## src/common/slot_pwr_pkg.sv

```systemverilog
package slot_pwr_pkg;
    // Register width and command byte values
    localparam int REG_W = 8;
    localparam logic [7:0] ADDR_CTRL_A = 8'h02;
    localparam logic [7:0] ADDR_CTRL_B = 8'h03;
    localparam logic [7:0] ADDR_STAT_A = 8'h04;
    localparam logic [7:0] REG_RESET = 8'h00;
    localparam logic [7:0] RD_UNMAPPED = 8'h00;

    // Control register layout
    localparam int CTRL_AUX_GOOD_BIT = 7;
    localparam int CTRL_MAIN_GOOD_BIT = 6;
    localparam int CTRL_RSV_MSB = 5;
    localparam int CTRL_RSV_LSB = 3;
    localparam int CTRL_GATE_BIT = 2;
    localparam int CTRL_MAIN_EN_BIT = 1;
    localparam int CTRL_AUX_EN_BIT = 0;
    localparam logic [2:0] CTRL_RSV_ZERO = 3'h0;

    // Status register layout
    localparam int STAT_FAULT_BIT = 7;
    localparam int STAT_MAIN_ON_BIT = 6;
    localparam int STAT_AUX_ON_BIT = 5;
    localparam int STAT_AUX_OC_BIT = 4;
    localparam int STAT_HIGH_OC_BIT = 2;
    localparam int STAT_LOW_OC_BIT = 0;
    localparam logic STAT_RSV_ZERO = 1'b0;

    // Overcurrent flag vector order
    localparam int OC_W = 3;
    localparam int OC_AUX = 2;
    localparam int OC_HIGH = 1;
    localparam int OC_LOW = 0;
    localparam logic [2:0] OC_NONE = 3'h0;
endpackage

```

## src/common/reg_wr_if.sv

```systemverilog
`timescale 1ns/10ps
interface reg_wr_if;
    logic wr_en;
    logic [7:0] addr;
    logic [7:0] wdata;
    modport master (output wr_en, output addr, output wdata);
    modport slave (input wr_en, input addr, input wdata);
endinterface

```

## src/logic/ovc_flags.sv

```systemverilog
`timescale 1ns/10ps
module ovc_flags
    import slot_pwr_pkg::*;
#(
    parameter logic [7:0] REG_ADDR = ADDR_STAT_A
) (
    input wire logic clk_sys_i,       // System clock
    input wire logic nrst_i,          // Sync reset, active low
    reg_wr_if.slave bus,              // Register write port
    input wire logic [OC_W-1:0] oc_i, // Overcurrent events
    output logic [OC_W-1:0] flags_o   // Sticky flags
);
    logic [OC_W-1:0] flags_ff;

    // Write-one-to-clear; a new event in the same cycle wins
    wire logic hit = bus.wr_en && (bus.addr == REG_ADDR);
    wire logic [OC_W-1:0] wr_bits = {bus.wdata[STAT_AUX_OC_BIT], bus.wdata[STAT_HIGH_OC_BIT],
                                     bus.wdata[STAT_LOW_OC_BIT]};
    wire logic [OC_W-1:0] clr = hit ? wr_bits : OC_NONE;
    wire logic [OC_W-1:0] nxt_flags = (flags_ff & ~clr) | oc_i;

    always_ff @(posedge clk_sys_i) begin
        if (!nrst_i) begin
            flags_ff <= OC_NONE;
        end else begin
            flags_ff <= nxt_flags;
        end
    end

    assign flags_o = flags_ff;
endmodule // ovc_flags

```

## src/logic/slot_ctrl_reg.sv

```systemverilog
`timescale 1ns/10ps
module slot_ctrl_reg
    import slot_pwr_pkg::*;
#(
    parameter logic [7:0] REG_ADDR = ADDR_CTRL_A
) (
    input wire logic clk_sys_i,    // System clock
    input wire logic nrst_i,       // Sync reset, active low
    reg_wr_if.slave bus,           // Register write port
    input wire logic aux_good_i,   // Aux rail above lockout
    input wire logic main_good_i,  // Main rails above lockout
    input wire logic override_n_i, // Force-override, active low
    input wire logic main_req_i,   // Main-on pin
    input wire logic aux_req_i,    // Aux-enable pin
    input wire logic main_trip_i,  // Main breaker tripped
    input wire logic aux_trip_i,   // Aux breaker tripped
    output logic [7:0] ctrl_rd_o,  // Readback value
    output logic main_on_o,        // Main outputs on
    output logic aux_on_o,         // Aux output on
    output logic pg_oe_n_o         // Power-good pin enable, low drives
);
    logic [CTRL_GATE_BIT:0] ctrl_ff;
    logic main_on_ff;
    logic aux_on_ff;
    logic pg_oe_n_ff;

    // Decode; only the low three bits are storage
    wire logic hit = bus.wr_en && (bus.addr == REG_ADDR);
    wire logic pg_forced = !override_n_i && !ctrl_ff[CTRL_GATE_BIT];
    wire logic pg_true = aux_good_i && main_good_i;
    wire logic nxt_main_on = ctrl_ff[CTRL_MAIN_EN_BIT] || (main_req_i && !main_trip_i);
    wire logic nxt_aux_on = ctrl_ff[CTRL_AUX_EN_BIT] || (aux_req_i && !aux_trip_i);
    wire logic nxt_pg_oe_n = !(pg_true && !pg_forced);

    // Writable bits; read-only positions are never stored
    always_ff @(posedge clk_sys_i) begin
        if (!nrst_i) begin
            ctrl_ff <= REG_RESET[CTRL_GATE_BIT:0];
        end else if (hit) begin
            ctrl_ff <= bus.wdata[CTRL_GATE_BIT:0];
        end
    end

    // Registered pin drive; reset leaves everything off and released
    always_ff @(posedge clk_sys_i) begin
        if (!nrst_i) begin
            main_on_ff <= 1'b0;
            aux_on_ff <= 1'b0;
            pg_oe_n_ff <= 1'b1;
        end else begin
            main_on_ff <= nxt_main_on;
            aux_on_ff <= nxt_aux_on;
            pg_oe_n_ff <= nxt_pg_oe_n;
        end
    end

    // Good bits show the rails even while override is forcing the pin
    assign ctrl_rd_o = {aux_good_i, main_good_i, CTRL_RSV_ZERO, ctrl_ff};
    assign main_on_o = main_on_ff;
    assign aux_on_o = aux_on_ff;
    assign pg_oe_n_o = pg_oe_n_ff;
endmodule // slot_ctrl_reg

```

## src/logic/slot_power_control_status_regs.sv

```systemverilog
// Summary of operation
// - Control bit 7 reads aux power-good
// - Control bit 6 reads main power-good
// - Control bit 2 gates force-override input
// - Control bit 1 switches main outputs
// - Control bit 0 switches aux output
// - All registers zero at reset, outputs off
// - Power-good pin is AND of good bits
// - Active override forces power-good released
// - Good bits ignore the override input
// - Status bit 7 mirrors fault pin low
// - Status bit 6 shows main outputs state
// - Status bit 5 shows aux output state
// - Overcurrent sets status bits 4, 2, 0
// - Write one clears flag, drops interrupt
// - Status access leaves fault pin alone
// - Slot B control mirrors slot A
// - Fault cleared by matching request pin low
// - Register-driven paths keep fault inactive
`timescale 1ns/10ps
module slot_power_control_status_regs
    import slot_pwr_pkg::*;
(
    input wire logic clk_sys_i,                 // System clock, 100 MHz
    input wire logic nrst_i,                    // Sync reset, active low
    input wire logic [REG_W-1:0] reg_addr_i,    // Command byte
    input wire logic reg_wr_i,                  // Write strobe
    input wire logic [REG_W-1:0] reg_wdata_i,   // Write data
    input wire logic reg_rd_i,                  // Read strobe
    output logic [REG_W-1:0] reg_rdata_o,       // Read data, next cycle
    input wire logic aux_good_a_i,              // Slot A aux good
    input wire logic main_good_a_i,             // Slot A main good
    input wire logic aux_good_b_i,              // Slot B aux good
    input wire logic main_good_b_i,             // Slot B main good
    input wire logic override_on_a_n_i,         // Slot A override, low
    input wire logic override_on_b_n_i,         // Slot B override, low
    input wire logic main_request_a_i,          // Slot A main-on pin
    input wire logic aux_request_a_i,           // Slot A aux-enable pin
    input wire logic aux_overcurrent_a_i,       // Slot A aux overcurrent
    input wire logic high_rail_overcurrent_a_i, // Slot A 12 V overcurrent
    input wire logic low_rail_overcurrent_a_i,  // Slot A 3.3 V overcurrent
    output logic main_on_a_o,                   // Slot A main outputs on
    output logic aux_on_a_o,                    // Slot A aux output on
    output logic main_on_b_o,                   // Slot B main outputs on
    output logic aux_on_b_o,                    // Slot B aux output on
    output logic power_good_out_a_n_o,          // Slot A good pin data
    output logic power_good_a_oe_n_o,           // Slot A good pin drive, low
    output logic power_good_out_b_n_o,          // Slot B good pin data
    output logic power_good_b_oe_n_o,           // Slot B good pin drive, low
    output logic fault_out_a_n_o,               // Slot A fault pin data
    output logic fault_a_oe_n_o,                // Slot A fault pin drive, low
    output logic int_n_o                        // Interrupt, active low
);
    reg_wr_if bus ();

    logic [REG_W-1:0] rdata_ff;
    logic od_low_ff;
    logic main_pend_ff;
    logic aux_pend_ff;
    logic fault_oe_n_ff;
    logic int_n_ff;

    logic [REG_W-1:0] ctrl_a_rd;
    logic [REG_W-1:0] ctrl_b_rd;
    logic [OC_W-1:0] flags_a;

    // Shared write port for both control registers and the status flags
    assign bus.wr_en = reg_wr_i;
    assign bus.addr = reg_addr_i;
    assign bus.wdata = reg_wdata_i;

    // Slot A control register
    slot_ctrl_reg #(
        .REG_ADDR(ADDR_CTRL_A)
    ) u_slot_a (
        .clk_sys_i(clk_sys_i),
        .nrst_i(nrst_i),
        .bus(bus),
        .aux_good_i(aux_good_a_i),
        .main_good_i(main_good_a_i),
        .override_n_i(override_on_a_n_i),
        .main_req_i(main_request_a_i),
        .aux_req_i(aux_request_a_i),
        .main_trip_i(main_pend_ff),
        .aux_trip_i(aux_pend_ff),
        .ctrl_rd_o(ctrl_a_rd),
        .main_on_o(main_on_a_o),
        .aux_on_o(aux_on_a_o),
        .pg_oe_n_o(power_good_a_oe_n_o)
    );

    // Slot B has no request pins or breaker in this block
    slot_ctrl_reg #(
        .REG_ADDR(ADDR_CTRL_B)
    ) u_slot_b (
        .clk_sys_i(clk_sys_i),
        .nrst_i(nrst_i),
        .bus(bus),
        .aux_good_i(aux_good_b_i),
        .main_good_i(main_good_b_i),
        .override_n_i(override_on_b_n_i),
        .main_req_i(1'b0),
        .aux_req_i(1'b0),
        .main_trip_i(1'b0),
        .aux_trip_i(1'b0),
        .ctrl_rd_o(ctrl_b_rd),
        .main_on_o(main_on_b_o),
        .aux_on_o(aux_on_b_o),
        .pg_oe_n_o(power_good_b_oe_n_o)
    );

    // Slot A sticky overcurrent flags
    ovc_flags #(
        .REG_ADDR(ADDR_STAT_A)
    ) u_flags_a (
        .clk_sys_i(clk_sys_i),
        .nrst_i(nrst_i),
        .bus(bus),
        .oc_i({aux_overcurrent_a_i, high_rail_overcurrent_a_i, low_rail_overcurrent_a_i}),
        .flags_o(flags_a)
    );

    // Breaker latches: each half is held only while its request pin is high,
    // so pins tied low (register control) keep the fault inactive
    wire logic main_oc_a = high_rail_overcurrent_a_i || low_rail_overcurrent_a_i;
    wire logic nxt_main_pend = main_request_a_i && (main_pend_ff || main_oc_a);
    wire logic nxt_aux_pend = aux_request_a_i && (aux_pend_ff || aux_overcurrent_a_i);
    wire logic nxt_fault_oe_n = !(nxt_main_pend || nxt_aux_pend);
    wire logic nxt_int_n = ~|flags_a;

    // Fault latch does not look at the register port at all
    always_ff @(posedge clk_sys_i) begin
        if (!nrst_i) begin
            main_pend_ff <= 1'b0;
            aux_pend_ff <= 1'b0;
            fault_oe_n_ff <= 1'b1;
        end else begin
            main_pend_ff <= nxt_main_pend;
            aux_pend_ff <= nxt_aux_pend;
            fault_oe_n_ff <= nxt_fault_oe_n;
        end
    end

    // Interrupt follows the flags, dropping a cycle after the last clear
    always_ff @(posedge clk_sys_i) begin
        if (!nrst_i) begin
            int_n_ff <= 1'b1;
        end else begin
            int_n_ff <= nxt_int_n;
        end
    end

    // Status readback; fault bit reflects the pin as driven
    wire logic [REG_W-1:0] stat_a_rd = {
        !fault_oe_n_ff,
        main_on_a_o,
        aux_on_a_o,
        flags_a[OC_AUX],
        STAT_RSV_ZERO,
        flags_a[OC_HIGH],
        STAT_RSV_ZERO,
        flags_a[OC_LOW]
    };

    // Read selection; unknown commands read as zero
    wire logic sel_ctrl_a = (reg_addr_i == ADDR_CTRL_A);
    wire logic sel_ctrl_b = (reg_addr_i == ADDR_CTRL_B);
    wire logic sel_stat_a = (reg_addr_i == ADDR_STAT_A);
    wire logic [REG_W-1:0] rd_mux = sel_ctrl_a ? ctrl_a_rd :
                                    sel_ctrl_b ? ctrl_b_rd :
                                    sel_stat_a ? stat_a_rd : RD_UNMAPPED;

    // Read data held until the next read
    always_ff @(posedge clk_sys_i) begin
        if (!nrst_i) begin
            rdata_ff <= REG_RESET;
        end else if (reg_rd_i) begin
            rdata_ff <= rd_mux;
        end
    end

    // Open-drain pins only ever pull low
    always_ff @(posedge clk_sys_i) begin
        if (!nrst_i) begin
            od_low_ff <= 1'b0;
        end else begin
            od_low_ff <= 1'b0;
        end
    end

    assign reg_rdata_o = rdata_ff;
    assign power_good_out_a_n_o = od_low_ff;
    assign power_good_out_b_n_o = od_low_ff;
    assign fault_out_a_n_o = od_low_ff;
    assign fault_a_oe_n_o = fault_oe_n_ff;
    assign int_n_o = int_n_ff;
endmodule // slot_power_control_status_regs
```

## config.mk

```make
export PLATFORM = sky130hd
export DESIGN_NAME = slot_power_control_status_regs
export DESIGN_NICKNAME = d
export VERILOG_FILES = /design/src/common/slot_pwr_pkg.sv /design/src/common/reg_wr_if.sv /design/src/logic/ovc_flags.sv /design/src/logic/slot_ctrl_reg.sv /design/src/logic/slot_power_control_status_regs.sv
export SDC_FILE = /design/constraint.sdc
export NUM_CORES = 1
export LEC_CHECK = 0
export ABC_AREA = 1
export BUFFER_PORTS_ARGS = -buffer_cell sky130_fd_sc_hd__buf_2
export CAP_MARGIN = 5
export CORE_ASPECT_RATIO = 0.6
export CORE_UTILIZATION = 48
export CTS_BUF_LIST = sky130_fd_sc_hd__clkbuf_8
export DETAILED_ROUTE_END_ITERATION = 12
export GPL_TIMING_DRIVEN = 0
export PLACE_DENSITY_LB_ADDON = 0.08
export SETUP_SLACK_MARGIN = 0.2
export SYNTH_ARGS = -nofsm -noshare
export SYNTH_HDL_FRONTEND = slang
export SYNTH_SLANG_ARGS = --single-unit
```

## constraint.sdc

```tcl
create_clock -name clk_sys_i -period 1 [get_ports clk_sys_i]
set_input_delay 0.1 -clock clk_sys_i [delete_from_list [all_inputs] [get_ports clk_sys_i]]
set_output_delay 0.1 -clock clk_sys_i [all_outputs]
set_load 0.05 [all_outputs]
```

# --- Word-level counts from Yosys, hierarchy flattened ---
# Index checks and enable logic that the tools add are counted.
word_totals:
  ff_bits: 27
  latch_bits: 0
  mem_bits_rw: 0
  romBits: 0
  inputBits: 31
  output_inout_bits: 19
  elab_cells: 57
  mem_count: 0
op_classes:
  add_sub_neg: 0
  mul: 0
  div: 0
  magnitude_cmp: 0
  n_eq_ne: 3
  shifts: 0
  mux: 4
  n_bitwise: 3
  reduce_logical: 33
ops:
  columns: ["operator", "n"]
  rows:
  - ["8-bit 2-to-1 mux", 3]
  - ["8-bit by 2-bit equality test with 1-bit output (second input constant)", 2]
  - ["1-bit logical AND", 13]
  - ["1-bit logical NOT", 13]
  - ["8-bit by 3-bit equality test with 1-bit output (second input constant)", 1]
  - ["1-bit logical OR", 6]
  - ["3-bit bitwise AND", 1]
  - ["3-bit 2-to-1 mux", 1]
  - ["3-bit NOT", 1]
  - ["3-bit bitwise OR", 1]
  - ["3-bit OR reduction", 1]

# --- Logic depth before layout (Yosys ltp) ---
logic_depth:
  word_depth: 6
  mapped_depth: 9

# --- Modules after synthesis ---
# A second synthesis with hierarchy kept.
unflattened:
  cells_unflattened: 223
  area_unflattened_um2: 1517.7
by_module_without_submodules:
  columns: ["module", "instances", "cells_per_inst", "area_per_inst_um2", "seq_area_each_um2"]
  rows:
  - ["slot_power_control_status_regs", 1, 102, 684.4, 240.2]
  - ["slot_ctrl_reg (u_slot_a)", 1, 50, 344.1, 120.1]
  - ["slot_ctrl_reg (u_slot_b)", 1, 48, 341.6, 120.1]
  - ["ovc_flags", 1, 23, 147.6, 60.1]

# --- Least setup slack after synthesis ---
# No wires, ideal clock.
synth_timing:
  path_type: "register to register"
  from: "reg fault_oe_n_ff (netlist: fault_a_oe_n_o)"
  to: "reg rdata_ff[7] (netlist: reg_rdata_o[7])"
  arrival_ns: 0.922
  required_time_ns: 0.880
  path_slack_ns: -0.041
  stages_incl_launch_ff: 5
  period_less_slack_ns: 1.041
  path_cell_list: "dfxtp_1 -> nand3b_1 -> nand3_1 -> nand2_1 -> a21oi_1"
synth_via:
  elab_chain_cells: 4
synth_rtl:
  columns: ["item", "line_no", "source"]
  rows:
  - ["start, declared", "slot_power_control_status_regs.sv:60", "logic fault_oe_n_ff;"]
  - ["start signal, assigned", "slot_power_control_status_regs.sv:140", "fault_oe_n_ff <= nxt_fault_oe_n;"]
  - ["1-bit logical NOT", "slot_power_control_status_regs.sv:155", "!fault_oe_n_ff,"]
  - ["8-bit 2-to-1 mux", "slot_power_control_status_regs.sv:171", "sel_stat_a ? stat_a_rd : RD_UNMAPPED;"]
  - ["8-bit 2-to-1 mux", "slot_power_control_status_regs.sv:170", "sel_ctrl_b ? ctrl_b_rd :"]
  - ["8-bit 2-to-1 mux", "slot_power_control_status_regs.sv:169", "wire logic [REG_W-1:0] rd_mux = sel_ctrl_a ? ctrl_a_rd :"]
  - ["end signal, assigned", "slot_power_control_status_regs.sv:178", "rdata_ff <= rd_mux;"]
  - ["end, declared", "slot_power_control_status_regs.sv:56", "logic [REG_W-1:0] rdata_ff;"]
# No other way between the ends.
# A chain may end at the register's enable or synchronous reset.

# --- Final worst setup path ---
layout_timing:
  from: "reg u_slot_a.main_on_ff (netlist: u_slot_a.main_on_o)"
  to: "out main_on_a_o"
layout_lines:
  columns: ["item", "line_no", "source"]
  rows:
  - ["start, declared", "slot_ctrl_reg.sv:23", "logic main_on_ff;"]
  - ["start signal, assigned", "slot_ctrl_reg.sv:51", "main_on_ff <= nxt_main_on;"]
  - ["end, declared", "slot_power_control_status_regs.sv:42", "output logic main_on_a_o,"]
# No word-level cell between the ends.

==> impl_metrics.csv <==
group,metric,value,unit
outcome,status,"finished clean",
placed_design,dp_hpwl,2.20,mm
yosys,synth.top_cell.area_share,44.8,%
final_layout,mostFrequentLayoutCells,"buf_2, dfxtp_2, nand2_1, buf_4, buf_8",
job,max-cap-violations,0,
power,power.share.sequential,51.7,%
min_path,hold_class,"in -> reg",
final_layout,syn2layout_area_growth,61.1,%
clock_network,cts_tree,"built",
power,p_leak,0.840,nW
global_routing,grt_max_degree,15,
yosys,yosysSeqAreaShare,44.8,%
power,ir_worst_vdd,0.000792,V
timing,fin_skew,0.00185,ns
yosys,avgSynthCellArea,7.64,um2
setup_path,critPathMaxStageDelay,0.37,ns
setup_path,critical-path-top-delay-family,"flip-flops",
final_layout,fillers,142,
setup_path,path_class,"reg -> out",
clock_network,numCtsBuffers,3,
setup_path,path_cells,"buf_8",
clock_network,h-tree-depth,1,
setup_path,worst_setup_path_start_kind,"flop",
timing,period_share,88.7,%
placed_design,port_buffers,38,
placed_design,placedCellCount,223,
timing,fin_setup_tns,0,ns
floorplan,dieWidth,65.5,um
clock_network,clock-sinks,26,
setup_path,crit_fanout,2,
clock_network,clock_path_buffers,2,
global_routing,grt_overflow,0,
floorplan,io-pin-count,50,
routing,vias,1232,
setup_path,crit_slowest_cell,"dfxtp_2",
yosys,netlist_area,1160,um2
power,power.switching,0.614,mW
floorplan,die_area,2630,um2
final_layout,drive_gt1_share,61.8,%
global_routing,antenna_found_initial,0,
power,clkPwrFrac,28.1,%
timing,rsz0062_at_grt,"true",
yosys,yosys_warnings,0,
final_layout,postLayoutCoreUtil,83.9,%
final_layout,fin_nets,239,
setup_path,worstPathArrival,0.79,ns
routing,viasPerCell,5.20,
routing,totalWireLength,3.36,mm
timing,fmax,1130,MHz
global_routing,grt_use_total,23.7,%
final_layout,final_common_cell,"buf_2",
power,power,2.13,mW
routing,drtIter0Drc,90,
power,p_per_area,1140,nW/um2
floorplan,start_util,52.1,%
routing,wl_per_cell,14.2,um
yosys,ys_seq_elements,26,
floorplan,row_count,13,
timing,setup_violations,0,
routing,post-route-drc-count,0,
floorplan,coreArea,2230,um2
clock_network,path_clk_slew,0.09,ns
placed_design,gp_congestion,0.867,
timing,slew_violations,0,
yosys,synth_area_leaders,"dfxtp_1, nand2_1, nand3_1",
setup_path,worstPathRequired,0.90,ns
timing,post-route-min-period,0.887,ns
final_layout,final_cells,237,
timing,holdWs,0.0417,ns
global_routing,grt_pass1_wl,4.42,mm
yosys,synthDistinctLibCells,24,
timing,hold_viol,0,
routing,ant_nets,0,
power,combPwrFrac,20.2,%
clock_network,clk_latency,0.27,ns
clock_network,cts_root_buf,"clkbuf_8",
setup_path,critical_path_buf_inv_count,1,
power,p_int,1.52,mW
final_layout,antenna_cells,0,
power,p_sw_share,28.8,%
setup_path,endpoint_kind,"primary output",
global_routing,grt_pass1_vias,1044,
yosys,synthCells,152,
yosys,synth.largest_area_cell,"dfxtp_1",
floorplan,die-height,40.1,um
routing,first_pass_iters,4,
-- worst paths after layout --
check	endpoint	cells past startpoint	startpoint	slack, ns
max	main_on_a_o	1	u_slot_a.main_on_o	0.11
min	u_slot_b.pg_oe_n_o	2	aux_good_b_i	0.04
max reg2reg	reg_rdata_o[6]	5	u_slot_a.main_on_o	0.14
min reg2reg	u_slot_a.main_on_o	1	main_pend_ff	0.47
-- metrics by stage --
step	area (um2)	setup WS [ns]
global route	1870	0.0858
CTS	1680	0.120
detailed placement	1480	-0.127
floorplan	1250	0.147
finish	1870	0.113
global placement	1480	-0.0952
-- Yosys cell counts --
cell and instances:
nand2_2 3, clkbuf_1 1, nand3b_1 1, conb_1 1
nand3_1 20, o31ai_1 1, a31oi_1 1, a21oi_1 13
nor2_2 5, nor2_4 2, clkinv_2 1, nor2_1 10
inv_1 12, buf_4 5, dfxtp_1 26, and2_4 2
o21ai_0 9, buf_6 2, inv_2 2, nand3_2 2
nand2_1 28, o2111ai_1 2, buf_2 2, clkinv_1 1
-- state kept, by name (all words and copies together) (netlist names), 3 cells and up --
register           flops
reg_rdata_o            7
u_flags_a.flags_o      3
u_slot_a.ctrl_ff       3
u_slot_b.ctrl_ff       3
-- layer usage --
layer | vias to the layer above | global-route usage [%] | wire length [um]
met2 | 61 | 43.0 | 1690
met4 | 0 | 8.70 | 60
li1 | 597 | - | -
met1 | 565 | 28.0 | 1340
met3 | 9 | 6.25 | 263
met5 | - | 0 | 0
-- power by group through the flow --
| stage | Combinational [mW] | Clock [mW] | Sequential [mW] |
|---|---|---|---|
| CTS | 0.384 | 0.592 | 1.10 |
| finish | 0.431 | 0.599 | 1.10 |
| global placement | 0.336 | 0 | 1.11 |
| detailed placement | 0.344 | 0 | 1.12 |
| floorplan | 0.163 | 0 | 1.19 |
| global route | 0.456 | 0.646 | 1.11 |
-- layout make-up --
| type | count | area [um2] | area share, % |
|---|---|---|---|
| inverter | 16 | 88.8 | 4.75 |
| buffer | 10 | 77.6 | 4.15 |
| clock inverter | 1 | 3.75 | 0.201 |
| tap | 30 | 37.5 | 2.01 |
| timing repair buffer | 48 | 437 | 23.3 |
| multi-input combinational | 103 | 633 | 33.8 |
| sequential | 26 | 552 | 29.5 |
| clock buffer | 3 | 41.3 | 2.21 |
-- cells by family after synthesis --
logic type	count (synthesis)	synth area share [%]
simple gates	73	31.0
flops	26	44.8
buf+inv	26	11.6
compound gates	26	12.2
other cells	1	0.323
-- timing repair --
action                     CTS  global route
pin swaps                    3            15
hold buffers                 0             0
gates resized for setup     46            43
buffers inserted             3             6
gates cloned                 0             1
setup endpoints to repair   24            30
Note: power is estimated with default switching activity, not from simulation.
